--- src/shared/asp_pkg.sv ---
// constants and types for the async serial port controller
`default_nettype none
package asp_pkg;
	// ****************************************
	// register map and field positions
	// ****************************************
	localparam logic [7:0]  OFS_MODE   = 8'h00;
	localparam logic [7:0]  OFS_STA    = 8'h04;
	localparam logic [7:0]  OFS_DIV    = 8'h08;
	localparam logic [7:0]  OFS_TXD    = 8'h0C;
	localparam logic [7:0]  OFS_RXD    = 8'h10;
	localparam logic [15:0] MODE_WMASK = 16'hBBFF;
	localparam logic [15:0] CTL_WMASK  = 16'hFCE0;
	localparam logic [15:0] REG_RST    = 16'h0000;
	localparam int B_ON = 15, B_SIDL = 13, B_IR = 12, B_RTS_PIN_MODE = 11;
	localparam int B_UEN = 8, B_WAKE = 7, B_LPB = 6, B_ABD = 5;
	localparam int B_RXINV = 4, B_FAST = 3, B_FMT = 1, B_STOP = 0;
	localparam int B_TXIS1 = 15, B_TXINV = 14, B_TXIS0 = 13;
	localparam int B_RXEN = 12, B_BRK = 11, B_TXEN = 10, B_TXBF = 9;
	localparam int B_TX_ALL_EMPTY = 8, B_RXIS = 6, B_ADDR = 5, B_RX_IDLE_FLAG = 4;
	localparam int B_PARITY_ERROR_FLAG = 3, B_FRAMING_ERROR_FLAG = 2, B_OVERRUN_FLAG = 1, B_RXDA = 0;
	// ****************************************
	// encodings
	// ****************************************
	localparam logic [1:0] FMT_NINE  = 2'h3;
	localparam logic [1:0] FMT_ODD   = 2'h2;
	localparam logic [1:0] FMT_EVEN  = 2'h1;
	localparam logic [1:0] TXI_ANY   = 2'h0;
	localparam logic [1:0] TXI_DONE  = 2'h1;
	localparam logic [1:0] TXI_EMPTY = 2'h2;
	localparam logic [1:0] RXI_3Q    = 2'h2;
	localparam logic [1:0] RXI_FULL  = 2'h3;
	localparam logic [1:0] UEN_NONE  = 2'h0;
	localparam logic [1:0] UEN_FLOW  = 2'h2;
	localparam logic [1:0] UEN_BCLK  = 2'h3;
	localparam logic [1:0] RESP_OK   = 2'h0;
	localparam logic [1:0] RESP_ERR  = 2'h2;
	// ****************************************
	// timing and frame figures
	// ****************************************
	localparam logic [4:0]  OVS_STD    = 5'h10;
	localparam logic [4:0]  OVS_FAST   = 5'h04;
	localparam logic [4:0]  IR_PULSE   = 5'h03;
	localparam logic [4:0]  TX_MIN_LEN = 5'h0A;
	localparam logic [3:0]  RX_MIN_LEN = 4'h9;
	localparam logic [15:0] BRK_FRAME  = 16'hE000;
	localparam logic [4:0]  BRK_LEN    = 5'h0E;
	localparam logic [2:0]  AB_EDGES   = 3'h5;
	localparam int AB_SH_STD = 7, AB_SH_FAST = 5;
	typedef enum logic [1:0] {
		TX_IDLE  = 2'b01,
		TX_SHIFT = 2'b10
	} asp_tx_t;
	typedef enum logic [2:0] {
		RX_IDLE  = 3'b001,
		RX_START = 3'b010,
		RX_DATA  = 3'b100
	} asp_rx_t;
endpackage
`default_nettype wire

--- src/asp_ctrl.sv ---
// async serial port controller: registers, rate, transmit, receive
// Function
// - infrared codec on: rx pin is ir input, tx pin ir output; 16x only
// - module off releases pins and idles logic; on, pins follow usage
// - stop-in-idle halts operation while chip is idle
// - rts mode: 1 simplex, 0 flow control
// - pin usage field picks rts, cts and bclk pins; tx/rx pins follow their enable bits
// - wake: falling rx edge in sleep signals, next rising edge clears
// - auto rate measures next sync character, then clears itself
// - rx invert: idle 0 when set, 1 when clear
// - fast timing: 4 divisor ticks per bit, else 16
// - frame format: 9n, 8 odd, 8 even, 8n
// - stop count: two stop bits when set, one when clear
// - tx event select: on load, load leaving empty, fully done
// - tx idle level by invert bit, reversed under infrared
// - rx on gives module the rx pin and enables reception
// - break: start, twelve zeros, stop; cleared when sent
// - tx off aborts, flushes buffer, releases tx pin
// - buffer full and all-empty status flags
// - rx event select: full, three entries, any character
// - address mode keeps only bit-8 characters in 9-bit format
// - parity and framing flags follow the head character
// - overrun on overflow; software clear flushes rx state
// - data available and receiver idle flags
// - free-running 16-bit divisor timer sets bit rate
// - divisor write clears the timer at once
// - reading rx data pops to the next character
//
// Register access over AXI4-Lite and the placing of the registers were left to the implementer.
`default_nettype none
// ****************************************
// simple fifo, depth a power of two
// ****************************************
module asp_fifo #(
	parameter int W     = 9,
	parameter int DEPTH = 4,
	parameter int CW    = 3
) (
	// clock and reset
	input  wire logic          core_clk_i,
	input  wire logic          rst_n_i,
	// control
	input  wire logic          flush_i,
	input  wire logic          push_i,
	input  wire logic          pop_i,
	// data and fill
	input  wire logic [W-1:0]  din_i,
	output logic      [W-1:0]  dout_o,
	output logic      [CW-1:0] cnt_o
);
	localparam int AW = $clog2(DEPTH);
	logic [W-1:0]  mem [DEPTH];
	logic [AW-1:0] wp;
	logic [AW-1:0] rp;
	wire do_push = push_i & (cnt_o != CW'(DEPTH));
	wire do_pop  = pop_i & (cnt_o != '0);
	assign dout_o = mem[rp];
	always_ff @(posedge core_clk_i) begin
		if (!rst_n_i || flush_i) begin
			wp <= '0;
			rp <= '0;
			cnt_o <= '0;
		end else begin
			wp <= wp + AW'(do_push);
			rp <= rp + AW'(do_pop);
			cnt_o <= cnt_o + CW'(do_push) - CW'(do_pop);
		end
	end
	always_ff @(posedge core_clk_i) begin
		if (do_push)
			mem[wp] <= din_i;
	end
endmodule

// ****************************************
// controller top
// ****************************************
module asp_ctrl
	import asp_pkg::*;
#(
	parameter int DEPTH = 4
) (
	// clock and reset
	input  wire logic        core_clk_i,
	input  wire logic        rst_n_i,
	// axi4-lite slave
	input  wire logic [7:0]  s_axi_awaddr_i,
	input  wire logic        s_axi_awvalid_i,
	output logic             s_axi_awready_o,
	input  wire logic [31:0] s_axi_wdata_i,
	input  wire logic [3:0]  s_axi_wstrb_i,
	input  wire logic        s_axi_wvalid_i,
	output logic             s_axi_wready_o,
	output logic [1:0]       s_axi_bresp_o,
	output logic             s_axi_bvalid_o,
	input  wire logic        s_axi_bready_i,
	input  wire logic [7:0]  s_axi_araddr_i,
	input  wire logic        s_axi_arvalid_i,
	output logic             s_axi_arready_o,
	output logic [31:0]      s_axi_rdata_o,
	output logic [1:0]       s_axi_rresp_o,
	output logic             s_axi_rvalid_o,
	input  wire logic        s_axi_rready_i,
	// chip power state
	input  wire logic        idle_i,
	input  wire logic        sleep_i,
	// serial pins
	input  wire logic        rx_pin_i,
	input  wire logic        cts_n_i,
	output logic             tx_pin_o,
	output logic             tx_oe_o,
	output logic             rts_pin_o,
	output logic             rts_oe_o,
	output logic             rx_owned_o,
	output logic             cts_owned_o,
	// events
	output logic             tx_irq_o,
	output logic             rx_irq_o,
	output logic             wake_o
);
	localparam int CW = $clog2(DEPTH + 1);
	logic [15:0]   mode, ctl, brg, brg_cnt;
	logic          overrun_flag, rx_m, rx_s, cts_m, cts_s, rx_prev, bclk;
	logic          aw_full, w_full, tx_en_d, tx_brk, wk_seen;
	logic [7:0]    aw_q;
	logic [31:0]   w_q;
	logic [3:0]    s_q, rbits;
	logic [4:0]    tph, rph, tbits, ir_hold, flen;
	logic [15:0]   tx_shift_reg, frame;
	logic [10:0]   rx_shift_reg;
	logic [2:0]    ab_edges;
	logic [23:0]   ab_clk;
	logic [CW-1:0] tx_cnt, rx_cnt;
	logic [8:0]    tx_head;
	logic [10:0]   rx_head;
	asp_tx_t       tx_st;
	asp_rx_t       rx_st;

	// ****************************************
	// bus decode
	// ****************************************
	wire do_wr = aw_full & w_full & ~s_axi_bvalid_o;
	wire rd_hs = s_axi_arvalid_i & s_axi_arready_o;
	wire wr_mode = do_wr & (aw_q == OFS_MODE);
	wire wr_sta  = do_wr & (aw_q == OFS_STA);
	wire wr_div  = do_wr & (aw_q == OFS_DIV);
	wire wr_txd  = do_wr & (aw_q == OFS_TXD) & s_q[0];
	wire wr_hit  = (aw_q == OFS_MODE) | (aw_q == OFS_STA) |
		(aw_q == OFS_DIV) | (aw_q == OFS_TXD) | (aw_q == OFS_RXD);
	wire [15:0] bmask = {{8{s_q[1]}}, {8{s_q[0]}}};
	wire [15:0] mode_w = (mode & ~bmask) | (w_q[15:0] & bmask);
	wire [15:0] ctl_w  = (ctl & ~bmask) | (w_q[15:0] & bmask);
	wire [15:0] brg_w  = (brg & ~bmask) | (w_q[15:0] & bmask);
	assign s_axi_awready_o = ~aw_full;
	assign s_axi_wready_o  = ~w_full;
	assign s_axi_arready_o = ~s_axi_rvalid_o;

	// ****************************************
	// mode decode and pin ownership
	// ****************************************
	wire on    = mode[B_ON];
	wire run   = on & ~(mode[B_SIDL] & idle_i);
	wire ir    = mode[B_IR];
	wire [4:0] ovs = (mode[B_FAST] & ~ir) ? OVS_FAST : OVS_STD;
	wire [1:0] fmt = mode[B_FMT +: 2];
	wire [1:0] uen = mode[B_UEN +: 2];
	wire nine  = fmt == FMT_NINE;
	wire par   = (fmt == FMT_ODD) | (fmt == FMT_EVEN);
	wire tick  = run & (brg_cnt == brg);
	assign tx_oe_o     = on & ctl[B_TXEN];
	assign rx_owned_o  = on & ctl[B_RXEN];
	assign rts_oe_o    = on & (uen != UEN_NONE);
	assign cts_owned_o = on & (uen == UEN_FLOW);

	// ****************************************
	// transmit path
	// ****************************************
	wire tx_kill = ~on | ~ctl[B_TXEN];
	wire tx_flush = ~on | (tx_en_d & ~ctl[B_TXEN]);
	// cts is honoured only when the pin is in use
	wire cts_ok = ~(cts_owned_o & cts_s);
	wire tx_go = (tx_st == TX_IDLE) & run & ~tx_kill &
		(tx_cnt != '0) & cts_ok;
	wire tx_bend = (tx_st == TX_SHIFT) & tick & (tph == ovs - 5'h01);
	wire tx_done = tx_bend & (tbits == 5'h01);
	wire tx_busy = tx_st == TX_SHIFT;
	wire lb = tx_busy ? tx_shift_reg[0] : 1'b1;
	wire ir_tx = tx_busy & ~tx_shift_reg[0] & (tph < IR_PULSE);
	wire pbit = (^tx_head[7:0]) ^ (fmt == FMT_ODD);
	wire tx_all_empty = ~tx_busy & (tx_cnt == '0);
	logic tx_irq_n;

	asp_fifo #(.W(9), .DEPTH(DEPTH), .CW(CW)) u_txf (
		.core_clk_i (core_clk_i),
		.rst_n_i    (rst_n_i),
		.flush_i    (tx_flush),
		.push_i     (wr_txd),
		.pop_i      (tx_go),
		.din_i      (w_q[8:0]),
		.dout_o     (tx_head),
		.cnt_o      (tx_cnt)
	);

	always_comb begin
		frame = 16'hFFFF;
		frame[8:0] = {tx_head[7:0], 1'b0};
		frame[9] = nine ? tx_head[8] : (par ? pbit : 1'b1);
		flen = TX_MIN_LEN + {4'h0, nine | par} +
			{4'h0, mode[B_STOP]};
		if (ctl[B_BRK]) begin
			frame = BRK_FRAME;
			flen = BRK_LEN;
		end
	end

	always_comb begin
		case ({ctl[B_TXIS1], ctl[B_TXIS0]})
			TXI_ANY:   tx_irq_n = tx_go;
			TXI_EMPTY: tx_irq_n = tx_go & (tx_cnt == CW'(1));
			TXI_DONE:  tx_irq_n = tx_done & (tx_cnt == '0);
			default:   tx_irq_n = 1'b0;
		endcase
	end

	always_ff @(posedge core_clk_i) begin
		if (!rst_n_i || tx_kill) begin
			tx_st <= TX_IDLE;
			tph <= '0;
			tbits <= '0;
			tx_shift_reg <= 16'hFFFF;
			tx_brk <= 1'b0;
		end else if (tx_go) begin
			tx_st <= TX_SHIFT;
			tph <= '0;
			tx_shift_reg <= frame;
			tbits <= flen;
			tx_brk <= ctl[B_BRK];
		end else if (tx_bend) begin
			tph <= '0;
			tx_shift_reg <= {1'b1, tx_shift_reg[15:1]};
			tbits <= tbits - 5'h01;
			if (tx_done)
				tx_st <= TX_IDLE;
		end else if (tick && tx_busy) begin
			tph <= tph + 5'h01;
		end
	end

	// ****************************************
	// receive path
	// ****************************************
	wire rxl = rx_s ^ mode[B_RXINV];
	wire ir_line = rxl & (ir_hold == '0);
	wire rx_line = mode[B_LPB] ? lb : (ir ? ir_line : rxl);
	wire rx_flush = wr_sta & overrun_flag & ~ctl_w[B_OVERRUN_FLAG];
	wire rx_kill = ~on | ~ctl[B_RXEN] | rx_flush;
	wire [3:0] nb = RX_MIN_LEN + {3'h0, nine | par};
	wire rx_bend = (rx_st == RX_DATA) & tick & (rph == ovs - 5'h01);
	wire rx_fin = rx_bend & (rbits == nb - 4'h1);
	wire [10:0] cap = {rx_line, rx_shift_reg[10:1]};
	wire [10:0] ext = (nb == RX_MIN_LEN) ? {1'b0, cap[10:1]} : cap;
	wire [8:0] rdat = {nine & ext[9], ext[8:1]};
	wire r_parity_error_flag = par & (ext[9] != ((^ext[8:1]) ^ (fmt == FMT_ODD)));
	wire r_framing_error_flag = ~cap[10];
	wire keep = ~(ctl[B_ADDR] & nine & ~ext[9]);
	wire rx_full = rx_cnt == CW'(DEPTH);
	wire rx_push = rx_fin & keep & ~rx_full;
	wire ovf = rx_fin & keep & rx_full;
	wire rxda = rx_cnt != '0;
	wire rx_pop = rd_hs & (s_axi_araddr_i == OFS_RXD);
	wire [CW-1:0] rx_next = rx_cnt + CW'(1);
	logic rx_irq_n;

	asp_fifo #(.W(11), .DEPTH(DEPTH), .CW(CW)) u_rxf (
		.core_clk_i (core_clk_i),
		.rst_n_i    (rst_n_i),
		.flush_i    (rx_kill),
		.push_i     (rx_push),
		.pop_i      (rx_pop),
		.din_i      ({r_framing_error_flag, r_parity_error_flag, rdat}),
		.dout_o     (rx_head),
		.cnt_o      (rx_cnt)
	);

	always_comb begin
		case (ctl[B_RXIS +: 2])
			RXI_FULL: rx_irq_n = rx_push & (rx_next == CW'(DEPTH));
			RXI_3Q:   rx_irq_n = rx_push & (rx_next == CW'(DEPTH - 1));
			default:  rx_irq_n = rx_push;
		endcase
	end

	always_ff @(posedge core_clk_i) begin
		if (!rst_n_i || rx_kill) begin
			rx_st <= RX_IDLE;
			rph <= '0;
			rbits <= '0;
			rx_shift_reg <= '0;
		end else begin
			case (rx_st)
				RX_IDLE: begin
					// auto rate owns the line while it measures
					if (tick && !rx_line && !mode[B_ABD]) begin
						rx_st <= RX_START;
						rph <= '0;
					end
				end
				RX_START: begin
					if (tick && rph == (ovs >> 1) - 5'h01) begin
						rx_st <= rx_line ? RX_IDLE : RX_DATA;
						rph <= '0;
						rbits <= '0;
					end else if (tick) begin
						rph <= rph + 5'h01;
					end
				end
				RX_DATA: begin
					if (rx_bend) begin
						rph <= '0;
						rx_shift_reg <= cap;
						rbits <= rbits + 4'h1;
						if (rx_fin)
							rx_st <= RX_IDLE;
					end else if (tick) begin
						rph <= rph + 5'h01;
					end
				end
				default: rx_st <= RX_IDLE;
			endcase
		end
	end

	// ****************************************
	// auto rate and wake
	// ****************************************
	wire fall = rx_prev & ~rx_line;
	wire rise = ~rx_prev & rx_line;
	wire ab_end = mode[B_ABD] & run & fall &
		(ab_edges == AB_EDGES - 3'h1);
	wire [23:0] ab_q = ab_clk >> (mode[B_FAST] ? AB_SH_FAST : AB_SH_STD);
	wire [15:0] ab_brg = (ab_q[15:0] == '0) ? '0 : ab_q[15:0] - 16'h0001;
	wire wk_fall = mode[B_WAKE] & sleep_i & fall;
	wire wk_clr = mode[B_WAKE] & wk_seen & rise;

	always_ff @(posedge core_clk_i) begin
		if (!rst_n_i || !mode[B_ABD] || !run) begin
			ab_edges <= '0;
			ab_clk <= '0;
		end else begin
			if (fall)
				ab_edges <= ab_edges + 3'h1;
			if (ab_edges != '0)
				ab_clk <= ab_clk + 24'h000001;
		end
	end

	// ****************************************
	// registers and rate timer
	// ****************************************
	always_ff @(posedge core_clk_i) begin
		if (!rst_n_i) begin
			mode <= REG_RST;
			ctl <= REG_RST;
			brg <= REG_RST;
			overrun_flag <= 1'b0;
			wk_seen <= 1'b0;
		end else begin
			if (wr_mode)
				mode <= mode_w & MODE_WMASK;
			else begin
				if (ab_end)
					mode[B_ABD] <= 1'b0;
				if (wk_clr)
					mode[B_WAKE] <= 1'b0;
			end
			if (wr_sta)
				ctl <= ctl_w & CTL_WMASK;
			else if (tx_done && tx_brk)
				ctl[B_BRK] <= 1'b0;
			if (wr_div)
				brg <= brg_w;
			else if (ab_end)
				brg <= ab_brg;
			// an overflow in the clearing cycle keeps the flag
			overrun_flag <= ovf | (overrun_flag & ~rx_flush);
			wk_seen <= mode[B_WAKE] & (wk_seen | wk_fall) & ~wk_clr;
		end
	end

	always_ff @(posedge core_clk_i) begin
		if (!rst_n_i || wr_div || ab_end || !run || tick)
			brg_cnt <= '0;
		else
			brg_cnt <= brg_cnt + 16'h0001;
	end

	always_ff @(posedge core_clk_i) begin
		if (!rst_n_i) begin
			rx_m <= 1'b1;
			rx_s <= 1'b1;
			cts_m <= 1'b1;
			cts_s <= 1'b1;
			rx_prev <= 1'b1;
			ir_hold <= '0;
			tx_en_d <= 1'b0;
			bclk <= 1'b0;
			tx_pin_o <= 1'b1;
			rts_pin_o <= 1'b1;
			tx_irq_o <= 1'b0;
			rx_irq_o <= 1'b0;
			wake_o <= 1'b0;
		end else begin
			rx_m <= rx_pin_i;
			rx_s <= rx_m;
			cts_m <= cts_n_i;
			cts_s <= cts_m;
			rx_prev <= rx_line;
			if (!rxl)
				ir_hold <= OVS_STD;
			else if (tick && ir_hold != '0)
				ir_hold <= ir_hold - 5'h01;
			tx_en_d <= ctl[B_TXEN];
			bclk <= on & (brg_cnt <= (brg >> 1));
			tx_pin_o <= (ir ? ir_tx : lb) ^ ctl[B_TXINV];
			if (uen == UEN_BCLK)
				rts_pin_o <= bclk;
			else if (mode[B_RTS_PIN_MODE])
				rts_pin_o <= tx_all_empty;
			else
				rts_pin_o <= rx_full;
			tx_irq_o <= tx_irq_n;
			rx_irq_o <= rx_irq_n;
			wake_o <= wk_fall;
		end
	end

	// ****************************************
	// bus slave
	// ****************************************
	logic [15:0] sta_rd, rd_mux;
	always_comb begin
		sta_rd = ctl;
		sta_rd[B_TXBF] = tx_cnt == CW'(DEPTH);
		sta_rd[B_TX_ALL_EMPTY] = tx_all_empty;
		sta_rd[B_RX_IDLE_FLAG] = rx_st == RX_IDLE;
		sta_rd[B_PARITY_ERROR_FLAG] = rxda & rx_head[9];
		sta_rd[B_FRAMING_ERROR_FLAG] = rxda & rx_head[10];
		sta_rd[B_OVERRUN_FLAG] = overrun_flag;
		sta_rd[B_RXDA] = rxda;
		case (s_axi_araddr_i)
			OFS_MODE: rd_mux = mode;
			OFS_STA:  rd_mux = sta_rd;
			OFS_DIV:  rd_mux = brg;
			OFS_RXD:  rd_mux = {7'h00, rx_head[8:0]};
			default:  rd_mux = '0;
		endcase
	end

	wire rd_hit = (s_axi_araddr_i == OFS_MODE) |
		(s_axi_araddr_i == OFS_STA) | (s_axi_araddr_i == OFS_DIV) |
		(s_axi_araddr_i == OFS_RXD);

	always_ff @(posedge core_clk_i) begin
		if (!rst_n_i) begin
			aw_full <= 1'b0;
			w_full <= 1'b0;
			aw_q <= '0;
			w_q <= '0;
			s_q <= '0;
			s_axi_bvalid_o <= 1'b0;
			s_axi_bresp_o <= RESP_OK;
			s_axi_rvalid_o <= 1'b0;
			s_axi_rresp_o <= RESP_OK;
			s_axi_rdata_o <= '0;
		end else begin
			if (s_axi_awvalid_i && !aw_full) begin
				aw_full <= 1'b1;
				aw_q <= s_axi_awaddr_i;
			end else if (do_wr)
				aw_full <= 1'b0;
			if (s_axi_wvalid_i && !w_full) begin
				w_full <= 1'b1;
				w_q <= s_axi_wdata_i;
				s_q <= s_axi_wstrb_i;
			end else if (do_wr)
				w_full <= 1'b0;
			if (do_wr) begin
				s_axi_bvalid_o <= 1'b1;
				s_axi_bresp_o <= wr_hit ? RESP_OK : RESP_ERR;
			end else if (s_axi_bready_i)
				s_axi_bvalid_o <= 1'b0;
			if (rd_hs) begin
				s_axi_rvalid_o <= 1'b1;
				s_axi_rdata_o <= {16'h0000, rd_mux};
				s_axi_rresp_o <= rd_hit ? RESP_OK : RESP_ERR;
			end else if (s_axi_rready_i)
				s_axi_rvalid_o <= 1'b0;
		end
	end
endmodule
`default_nettype wire

--- config.mk ---
export PLATFORM = sky130hd
export DESIGN_NAME = asp_ctrl
export DESIGN_NICKNAME = d
export VERILOG_FILES = /design/src/shared/asp_pkg.sv /design/src/asp_ctrl.sv
export SDC_FILE = /design/constraint.sdc
export NUM_CORES = 1
export LEC_CHECK = 0
export ABC_AREA = 1
export ABC_CLOCK_PERIOD_IN_PS = 4400
export BUFFER_PORTS_ARGS = -buffer_cell sky130_fd_sc_hd__buf_2
export CORE_UTILIZATION = 30
export CTS_BUF_LIST = sky130_fd_sc_hd__clkbuf_4 sky130_fd_sc_hd__clkbuf_8 sky130_fd_sc_hd__clkbuf_16
export CTS_CLUSTER_SIZE = 25
export DETAILED_ROUTE_END_ITERATION = 16
export PLACE_DENSITY = 0.46
export REMOVE_ABC_BUFFERS = 1
export SETUP_SLACK_MARGIN = 0.02
export SYNTH_ARGS = -nofsm -noshare
export SYNTH_HDL_FRONTEND = slang
export SYNTH_HIERARCHICAL = 1
export SYNTH_SLANG_ARGS = --single-unit
--- constraint.sdc ---
create_clock -name core_clk_i -period 4.4 [get_ports core_clk_i]
set_input_delay 0 -clock core_clk_i [delete_from_list [all_inputs] [get_ports core_clk_i]]
set_output_delay 0 -clock core_clk_i [all_outputs]
set_load 0.03 [all_outputs]
==> flow_metrics.tcl, run 1 <==
set metrics [dict create \
    setup_viol 0 \
    clockBufferDepth 3 \
    dp_slack_ps 1200 \
    worstSetupStartpointType "flip-flop" \
    crit_chain "inv_1 -> ha_1 -> xnor2_1 -> nor4_1 -> nand3_2 -> nor3b_2 -> nand2_2 -> nand3_2 -> nand2_1 -> ha_1 -> fa_1 -> inv_1 -> nand2_1 -> a21oi_1" \
    initial_utilization_pct 30.4 \
    gp_congestion 0.895 \
    max-vdd-ir-drop_mv 0.235 \
    drt_iter0_markers 783 \
    skew_ps 33.9 \
    final_layout_size_suffix_gt1_share_pct 11.7 \
    synth_top_area_cell "dfxtp_1" \
    cts_tree "built" \
    drc 0 \
    drt_pass1_iterations 5 \
    cts_root_buf "clkbuf_16" \
    synth_cell_types 66 \
    synth_edf_count 80 \
    critPathCapture "u_rxf/cnt_o[2]" \
    antenna_found_initial 0 \
    io_buffers 76 \
    grt_start_max_net_pins 57 \
    crit_family "simple AND/OR/NAND/NOR gates" \
    max_freq_mhz 312 \
    hp-class "in -> reg" \
    hold_viol 0 \
    seq_area_frac_synth_pct 45.2 \
    worst_slew_pin_slew_ps 936 \
    worst-r2r-setup-slack_ps 1200 \
    wl_per_cell_um 16.4 \
    grt_use_total_pct 17.6 \
    timing.slew.headroom_pct 37.1 \
    nNetsFinal 2110 \
    cts_buffers 37 \
    syn_to_final_growth_pct 18.5 \
    die_area_um2 49400 \
    clock_sinks 289 \
    dp_hpwl_um 31800 \
    period_minus_slack_ps 3200 \
    outcome "finished clean" \
    ios 113 \
    num_vias 12600 \
    reg2regPathDepth 14 \
    ys_seq_elements 289 \
    synth_ff_type "dfxtp_1" \
    cts_resized 0 \
    yosysTopAreaCellShare_pct 28.7 \
    synth.avg_cell_area_um2 7.77 \
    h-tree-depth 2 \
    drv_cap 0 \
    synth_area_um2 14600 \
    powerDensity_nw_per_um2 354 \
    path_buf_inv 2 \
    diodes 0 \
    critPathMaxFanout 16 \
    synthTopCellsByArea "dfxtp_1 29%, edfxtp_1 17%, nand2_1 9.7%" \
    rsz0062_at_grt "false" \
    insertion_delay_ps 570 \
    final_core_util_pct 36.1 \
    worstSetupEndpointType "flip-flop" \
    synthCells 1874 \
    vias_per_cell 4.76 \
    power.leakage_nw 7.10 \
    worstPathRequired_ps 4900 \
    drt_wl_total_um 43400 \
    path_class "reg -> reg" \
    timing.rr.end "u_rxf/cnt_o[2]" \
    clk_pin_slew_worst_paths_ps 60 \
    dieHeight_um 222 \
    holdCritStartpoint "s_axi_araddr_i[7]" \
    fin_crit_sh_pct 72.8 \
    worst_slack_ps 1200 \
    yosys_warnings 6 \
    dieWidth_um 222 \
    row_count 80 \
    cpPeakStageDelay_ps 570 \
    post-cts-setup-buffers 0 \
    slew_violations 0 \
    critical_path.slowest_cell "ha_1" \
    finalSetupTns_ps 0 \
    path_depth 14 \
    async_flop_share_pct 0 \
    grt_pass1_vias 12100 \
    ant_nets 0 \
    grt.overflow.total 0 \
    postCtsHoldBufs 54 \
    crit_arrival_ps 3700 \
    grt_pass1_wl_um 68000 \
    core_um2 47800 \
]
per-stage QoR:
step	total power [W]	instance area, µm²	hold WS [ps]	std cells
final	0.00611	17200	37.3	2649
after global routing	0.00633	17200	56.1	2649
after CTS	0.00619	17200	22.2	2649
after detailed placement	0.00307	15500	191	2529
after global placement	0.00306	15500	189	2529
after floorplan	0.00296	14200	69.5	1823
where the power goes:
group / internal [W] / switching, W
clock network: 0.00180 / 0.00126
logic: 0.0000915 / 0.000162
registers: 0.00276 / 0.0000420
area by class of cell:
| class | instances | area [µm²] |
|---|---|---|
| flip-flops and latches | 289 | 6590 |
| fillers | 4997 | 30600 |
| clock buffers | 46 | 1020 |
| clock inverters | 20 | 218 |
| inverters | 226 | 855 |
| repair buffers | 145 | 1030 |
| well taps | 615 | 769 |
| multi-input cells | 1308 | 6760 |
how the worst min path moves through the flow:
| stage | end | slack, ps | depth (start not counted) |
|---|---|---|---|
| 2_1_floorplan | rx_prev | 70 | 1 |
| 3_3_place_gp | rx_m | 190 | 2 |
| 3_5_place_dp | cts_m | 190 | 2 |
| 4_1_cts | s_axi_rresp_o[1] | 20 | 5 |
| 5_1_grt | s_axi_rresp_o[1] | 60 | 5 |
| 6_report | s_axi_rresp_o[1] | 40 | 5 |
synth_stat cells (2+ instances only):
library cell / instances
o21a_1: 6
edfxtp_1: 80
o21ai_2: 3
o22ai_2: 2
clkbuf_1: 23
xor2_1: 22
buf_4: 22
o221ai_1: 5
ha_1: 38
buf_6: 6
buf_2: 14
a211oi_1: 10
nor3b_1: 4
o22ai_1: 33
a21oi_1: 129
o2bb2ai_1: 2
nand3_4: 2
clkinv_1: 2
inv_1: 208
o21ai_1: 27
nand2_2: 12
nor2_1: 225
o21ai_0: 158
inv_2: 14
nor3_2: 3
nand2_1: 376
nand3_1: 81
nor2_2: 7
nor3_1: 36
fa_1: 2
a21oi_2: 4
xnor2_1: 21
o211ai_1: 6
nor4_1: 9
or2_2: 8
and3_1: 3
dfxtp_1: 209
nand3_2: 7
nor3_4: 2
nand4_1: 21
buf_8: 2
nor2_4: 4
nand2_4: 3
cells by family after synthesis:
group                    Yosys count  share of synthesized area, %
AND/OR/NAND/NOR                  811                          24.7
XOR/XNOR                          44                          2.70
other                              1                        0.0258
AO/OA/AOI/OAI                    395                          15.0
adder cells (fa/ha/maj)           40                          3.54
flip-flops                       289                          45.2
buffers and inverters            294                          8.78
worst reg2reg max path, cell delays in order, from the launching register on:
cell,delay [ps]
dfxtp_1,350
inv_1,120
ha_1,570
xnor2_1,130
nor4_1,390
nand3_2,160
nor3b_2,280
nand2_2,150
nand3_2,110
nand2_1,60
ha_1,190
fa_1,390
inv_1,70
nand2_1,50
a21oi_1,120
metal layers:
layer,routed length [µm],global-route usage [%],vias to the layer above
li1,-,-,6447
met1,20800,24.0,5868
met2,19600,28.5,233
met3,1870,3.00,61
met4,1030,5.26,0
met5,0,0,-
cells in the final DEF (no fill, tap or decap), drive strengths merged, types with 6 or more instances in the layout:
master and instances:
a211oi 10, a21oi 134, buf 91, clkbuf 46
clkinv 15, conb 18, dfxtp 209, dlygate4sd3 54
edfxtp 80, ha 38, inv 226, nand2 391
nand3 90, nand4 22, nor2 237, nor3 41
nor4 11, o211ai 6, o21a 6, o21ai 188
o22ai 35, or2 9, xnor2 22, xor2 22
(Power assumes the default switching activity.)
==> run 2, diff against run 1 <==
--- a/config.mk
+++ b/config.mk
@@ -6,13 +6,13 @@
 export NUM_CORES = 1
 export LEC_CHECK = 0
 export ABC_AREA = 1
-export ABC_CLOCK_PERIOD_IN_PS = 4400
+export ABC_CLOCK_PERIOD_IN_PS = 2700
 export BUFFER_PORTS_ARGS = -buffer_cell sky130_fd_sc_hd__buf_2
 export CORE_UTILIZATION = 30
 export CTS_BUF_LIST = sky130_fd_sc_hd__clkbuf_4 sky130_fd_sc_hd__clkbuf_8 sky130_fd_sc_hd__clkbuf_16
 export CTS_CLUSTER_SIZE = 25
 export DETAILED_ROUTE_END_ITERATION = 16
-export PLACE_DENSITY = 0.46
+export PLACE_DENSITY = 0.47
 export REMOVE_ABC_BUFFERS = 1
 export SETUP_SLACK_MARGIN = 0.02
 export SYNTH_ARGS = -nofsm -noshare
==> constraint.sdc (replaced) <==
create_clock -name core_clk_i -period 2.7 [get_ports core_clk_i]
set_input_delay 0 -clock core_clk_i [delete_from_list [all_inputs] [get_ports core_clk_i]]
set_output_delay 0 -clock core_clk_i [all_outputs]
set_load 0.03 [all_outputs]
==> run 2 against run 1 <==
  * First-iteration DRC count shrank 7.5%
  * Sequential power grew 63%
  * Clock skew shrank 8.0 ps
  * Fmax grew 26%
  * Setup slack lost 1000 ps
  * Critical path depth shrank 1
  * Final area grew 3.7%
==> flow_metrics.tcl, run 2 (synthesized netlist as in run 1, its figures left out) <==
set metrics [dict create \
    core_um2 47800 \
    hp-class "in -> reg" \
    fillers 4992 \
    nNetsFinal 2183 \
    cts_buffers 35 \
    max_freq_mhz 393 \
    fin_area_um2 17900 \
    holdWs_ps 48.0 \
    worst-r2r-setup-slack_ps 150 \
    holdCritStartpoint "s_axi_araddr_i[6]" \
    die_area_um2 49400 \
    final_common_cell "nand2_1" \
    hold_end "u_rxf/rp[0]" \
    p_total_w 0.0100 \
    io_buffers 76 \
    rsz0062_at_grt "true" \
    timing.rr.end "u_rxf/cnt_o[1]" \
    outcome "finished clean" \
    drt_iter0_markers 724 \
    grt_pass1_vias 12400 \
    dpl_cell_area_um2 16000 \
    clockBufferDepth 3 \
    multi_input_area_um2 6850 \
    ios 113 \
    worst_slack_ps 152 \
    power.leakage_nw 7.49 \
    grt_use_total_pct 18.2 \
    grt_pass1_wl_um 70000 \
    timing.slew.headroom_pct 47.7 \
    final_cell_mix "375 x nand2_1, 220 x nor2_1, 203 x inv_1, 200 x dfxtp_1, 157 x o21ai_0" \
    dieHeight_um 222 \
    worstSetupEndpointType "flip-flop" \
    final_layout_size_suffix_gt1_share_pct 16.1 \
    h-tree-depth 2 \
    crit_arrival_ps 3040 \
    insertion_delay_ps 570 \
    vias_per_cell 4.73 \
    antenna_found_initial 0 \
    setup_viol 0 \
    drc 0 \
    dp_hpwl_um 33100 \
    powerDensity_nw_per_um2 560 \
    hold_viol 0 \
    gp_congestion 0.889 \
    grt.overflow.total 0 \
    worstHoldPathCells 7 \
    drt_wl_total_um 44700 \
    critPathMaxFanout 3 \
    worstSetupStartpointType "flip-flop" \
    slew_violations 0 \
    worst_slew_pin_slew_ps 782 \
    num_vias 12900 \
    worstPathRequired_ps 3190 \
    fin_crit_sh_pct 94.4 \
    cts_root_buf "clkbuf_16" \
    initial_utilization_pct 30.4 \
    max-vdd-ir-drop_mv 0.335 \
    ant_nets 0 \
    dieWidth_um 222 \
    drv_cap 0 \
    diodes 0 \
    row_count 80 \
    cts_tree "built" \
    clk_pin_slew_worst_paths_ps 70 \
    path_class "reg -> reg" \
    grt_start_max_net_pins 46 \
    skew_ps 25.9 \
    wl_per_cell_um 16.4 \
    dp_slack_ps 55.2 \
    reg2regPathDepth 13 \
    syn_to_final_growth_pct 22.9 \
    drt_pass1_iterations 4 \
    clock_sinks 289 \
    seq_area_um2 6600 \
    period_minus_slack_ps 2550 \
]
==> run 2: final cells by class <==
type	count	area share, %
well taps	615	4.30
inverters	226	4.78
multi-input cells	1308	38.3
clock inverters	15	1.22
clock buffers	46	5.60
repair buffers	220	8.93
flip-flops and latches	289	36.9
==> run 2: layer usage <==
| layer | vias up | GRT usage [%] | share of wire [%] |
|---|---|---|---|
| li1 | 6597 | - | - |
| met1 | 6011 | 24.3 | 48 |
| met2 | 191 | 29.7 | 46 |
| met3 | 63 | 3.35 | 4.1 |
| met4 | 0 | 5.29 | 2.3 |
| met5 | - | 0 | 0 |
==> run 2: worst max-delay path by stage <==
stage	start	to	slack (ps)
6_report	flip-flop	u_rxf/cnt_o[1]	150
4_1_cts	flip-flop	u_rxf/cnt_o[2]	50
3_3_place_gp	aw_q[6]	u_txf/cnt_o[2]	110
5_1_grt	aw_q[6]	u_txf/cnt_o[2]	-0.1
3_5_place_dp	aw_q[6]	u_txf/cnt_o[2]	60
2_1_floorplan	flip-flop	u_rxf/mem[0][0]	-430
==> run 2: timing repair <==
action                     4_1_cts  5_1_grt
hold buffers                    54        0
resized for setup                0       36
hold endpoints to repair        38        0
setup buffers                    0        3
setup endpoints to repair        0       44
==> run 2: stage by stage <==
stage	std cells	setup TNS, ps	utilization (%)
after floorplan	1823	-19300	-
after global placement	2601	0	33.4
after detailed placement	2601	0	33.4
after CTS	2716	0	37.1
after global routing	2719	-0.109	37.4
final	2719	0	37.4
==> run 2: power breakdown <==
part	internal (W)	switching (W)	total [W]	leakage (nW)
Sequential	0.00449	0.0000608	0.00455	2.53
Clock	0.00302	0.00200	0.00502	0.609
Combinational	0.000167	0.000280	0.000448	4.35
Total	0.00768	0.00234	0.0100	7.49
==> run 2: critical path, stage by stage (launching register included) <==
cell     delay [ps]
dfxtp_2         330
inv_1            50
ha_2            200
xnor2_2         150
nor4_4          310
nand3_2         140
nor3b_4         230
nand2_2         110
nand3_2          90
nand2_2          50
ha_2            170
fa_2            520
inv_1            40
nor2_1           80
==> run 3, diff against run 2 <==
--- a/config.mk
+++ b/config.mk
@@ -13,6 +13,7 @@
 export CTS_CLUSTER_SIZE = 25
 export DETAILED_ROUTE_END_ITERATION = 16
 export PLACE_DENSITY = 0.47
+export RECOVER_POWER = 50
 export REMOVE_ABC_BUFFERS = 1
 export SETUP_SLACK_MARGIN = 0.02
 export SYNTH_ARGS = -nofsm -noshare
==> run 3 against run 2 <==
  * Sequential power is essentially flat
  * Setup slack worse by 1.6 ps
  * Final area fell by 0.50%
  * Count of clock-buffer cells in the layout unchanged
  * Die area is the same
  * Non-clock buffer count stayed put
  * Cell count unchanged
  * Critical path type unchanged
==> flow_metrics.tcl, run 3 (synthesized netlist as in run 1, its figures left out) <==
set metrics [dict create \
    max-vdd-ir-drop_mv 0.335 \
    grt_pass1_wl_um 70000 \
    intPower_w 0.00768 \
    slew_violations 0 \
    max_freq_mhz 392 \
    final_cell_mix "375 x nand2_1, 220 x nor2_1, 203 x inv_1, 200 x dfxtp_1, 158 x o21ai_0" \
    grt_use_total_pct 18.2 \
    drv_cap 0 \
    ios 113 \
    cpPeakStageDelay_ps 330 \
    hp-class "in -> reg" \
    final_layout_size_suffix_gt1_share_pct 14.1 \
    drc 0 \
    core_um2 47800 \
    grt_pass1_vias 12400 \
    power.leakage_nw 7.32 \
    worstSetupStartpointType "flip-flop" \
    worstSetupEndpointType "flip-flop" \
    die_area_um2 49400 \
    p_switching_w 0.00234 \
    diodes 0 \
    crit_chain "inv_1 -> ha_2 -> xnor2_2 -> nor4_4 -> nand3_2 -> nor3b_4 -> nand2_2 -> buf_4 -> nor3_1 -> buf_4" \
    antenna_found_initial 0 \
    critical_path.slowest_cell "dfxtp_2" \
    seq_area_um2 6600 \
    syn_to_final_growth_pct 22.2 \
    cts_root_buf "clkbuf_16" \
    power_frac_comb_pct 4.4 \
    h-tree-depth 2 \
    drt_wl_total_um 44800 \
    ant_nets 0 \
    cts_buffers 35 \
    io_buffers 76 \
    row_count 80 \
    clockBufferDepth 3 \
    crit_top_cell "buf_4" \
    grt_start_max_net_pins 46 \
    drt_iter0_markers 721 \
    p_sw_share_pct 23.3 \
    dp_hpwl_um 33100 \
    vias_per_cell 4.75 \
    final_common_cell "nand2_1" \
    clock_sinks 289 \
    grt.overflow.total 0 \
    num_vias 12900 \
    gp_congestion 0.889 \
    insertion_delay_ps 570 \
    clkPwrFrac_pct 50.1 \
    multi_input_area_um2 6850 \
    pwr-share-seq_pct 45.5 \
    dieHeight_um 222 \
    hold_viol 0 \
    period_minus_slack_ps 2550 \
    dieWidth_um 222 \
    clk_pin_slew_worst_paths_ps 70 \
    final_core_util_pct 37.2 \
    setup_viol 0 \
    path_class "reg -> reg" \
    powerDensity_nw_per_um2 563 \
    cts_tree "built" \
    worstPathRequired_ps 2960 \
    rsz0062_at_grt "true" \
    p_total_w 0.0100 \
    skew_ps 26.2 \
    wl_per_cell_um 16.5 \
    initial_utilization_pct 30.4 \
    critPathMaxFanout 6 \
    outcome "finished clean" \
    timing.slew.headroom_pct 32.2 \
    fillers 5023 \
    crit_arrival_ps 2810 \
    worst_slew_pin_slew_ps 1020 \
    nNetsFinal 2183 \
    drt_pass1_iterations 5 \
    fin_crit_sh_pct 94.4 \
]
==> run 3: final cells by class <==
cell class	instances	area share, %
sequential	289	37.1
multi-input combinational	1308	38.5
tap	615	4.32
inverter	226	4.80
timing repair buffer	220	8.47
clock inverter	15	1.23
clock buffer	46	5.62
==> run 3: stage by stage <==
| stage | hold slack, ps | cells | setup WS, ps | area, µm² | setup TNS [ps] |
|---|---|---|---|---|---|
| floorplan | 69.5 | 1823 | -427 | 14200 | -19300 |
| global placement | 187 | 2601 | 106 | 16000 | 0 |
| detailed placement | 193 | 2601 | 55.2 | 16000 | 0 |
| CTS | 42.0 | 2716 | 45.2 | 17800 | 0 |
| global route | 97.4 | 2719 | -0.110 | 17800 | -0.110 |
| finish | 48.9 | 2719 | 151 | 17800 | 0 |
==> run 3: power groups by stage <==
stage | sequential (W) | clock (W) | combinational [W]
after CTS | 0.00455 | 0.00514 | 0.000443
after global placement | 0.00465 | 0 | 0.000370
after global routing | 0.00456 | 0.00531 | 0.000487
after detailed placement | 0.00465 | 0 | 0.000373
final | 0.00455 | 0.00502 | 0.000441
after floorplan | 0.00463 | 0 | 0.000200
==> run 3: path summary, 6_finish.rpt <==
kind	from	endpoint	slack, ps	cells after the start
worst min-delay path	s_axi_araddr_i[6]	u_rxf/rp[0]	50	7
worst max-delay path	flip-flop	u_rxf/mem[3][5]	150	10
worst max register to register	flip-flop	u_rxf/mem[3][5]	150	10
worst min register to register	rx_m	rx_s	410	1
==> run 3: critical path, delay by kind of cell (launching register included) <==
family,cells,cell delay [ps]
xor gates and xnor gates,1,150
adders and majority gates,1,200
buffers and inverters,3,450
DFF,1,330
and+or+nand+nor,5,1100
==> run 3: layer usage <==
metal | vias to the layer above | global-route usage, % | share of wire [%]
li1 | 6599 | - | -
met1 | 6054 | 24.3 | 48
met2 | 209 | 29.7 | 46
met3 | 66 | 3.35 | 4.0
met4 | 0 | 5.29 | 2.3
met5 | - | 0 | 0
==> run 3: repair_timing <==
item	CTS	global route
hold buffers	54	0
setup endpoints to repair	0	44
setup buffers	0	3
gates resized for setup	0	36
hold endpoints to repair	38	0
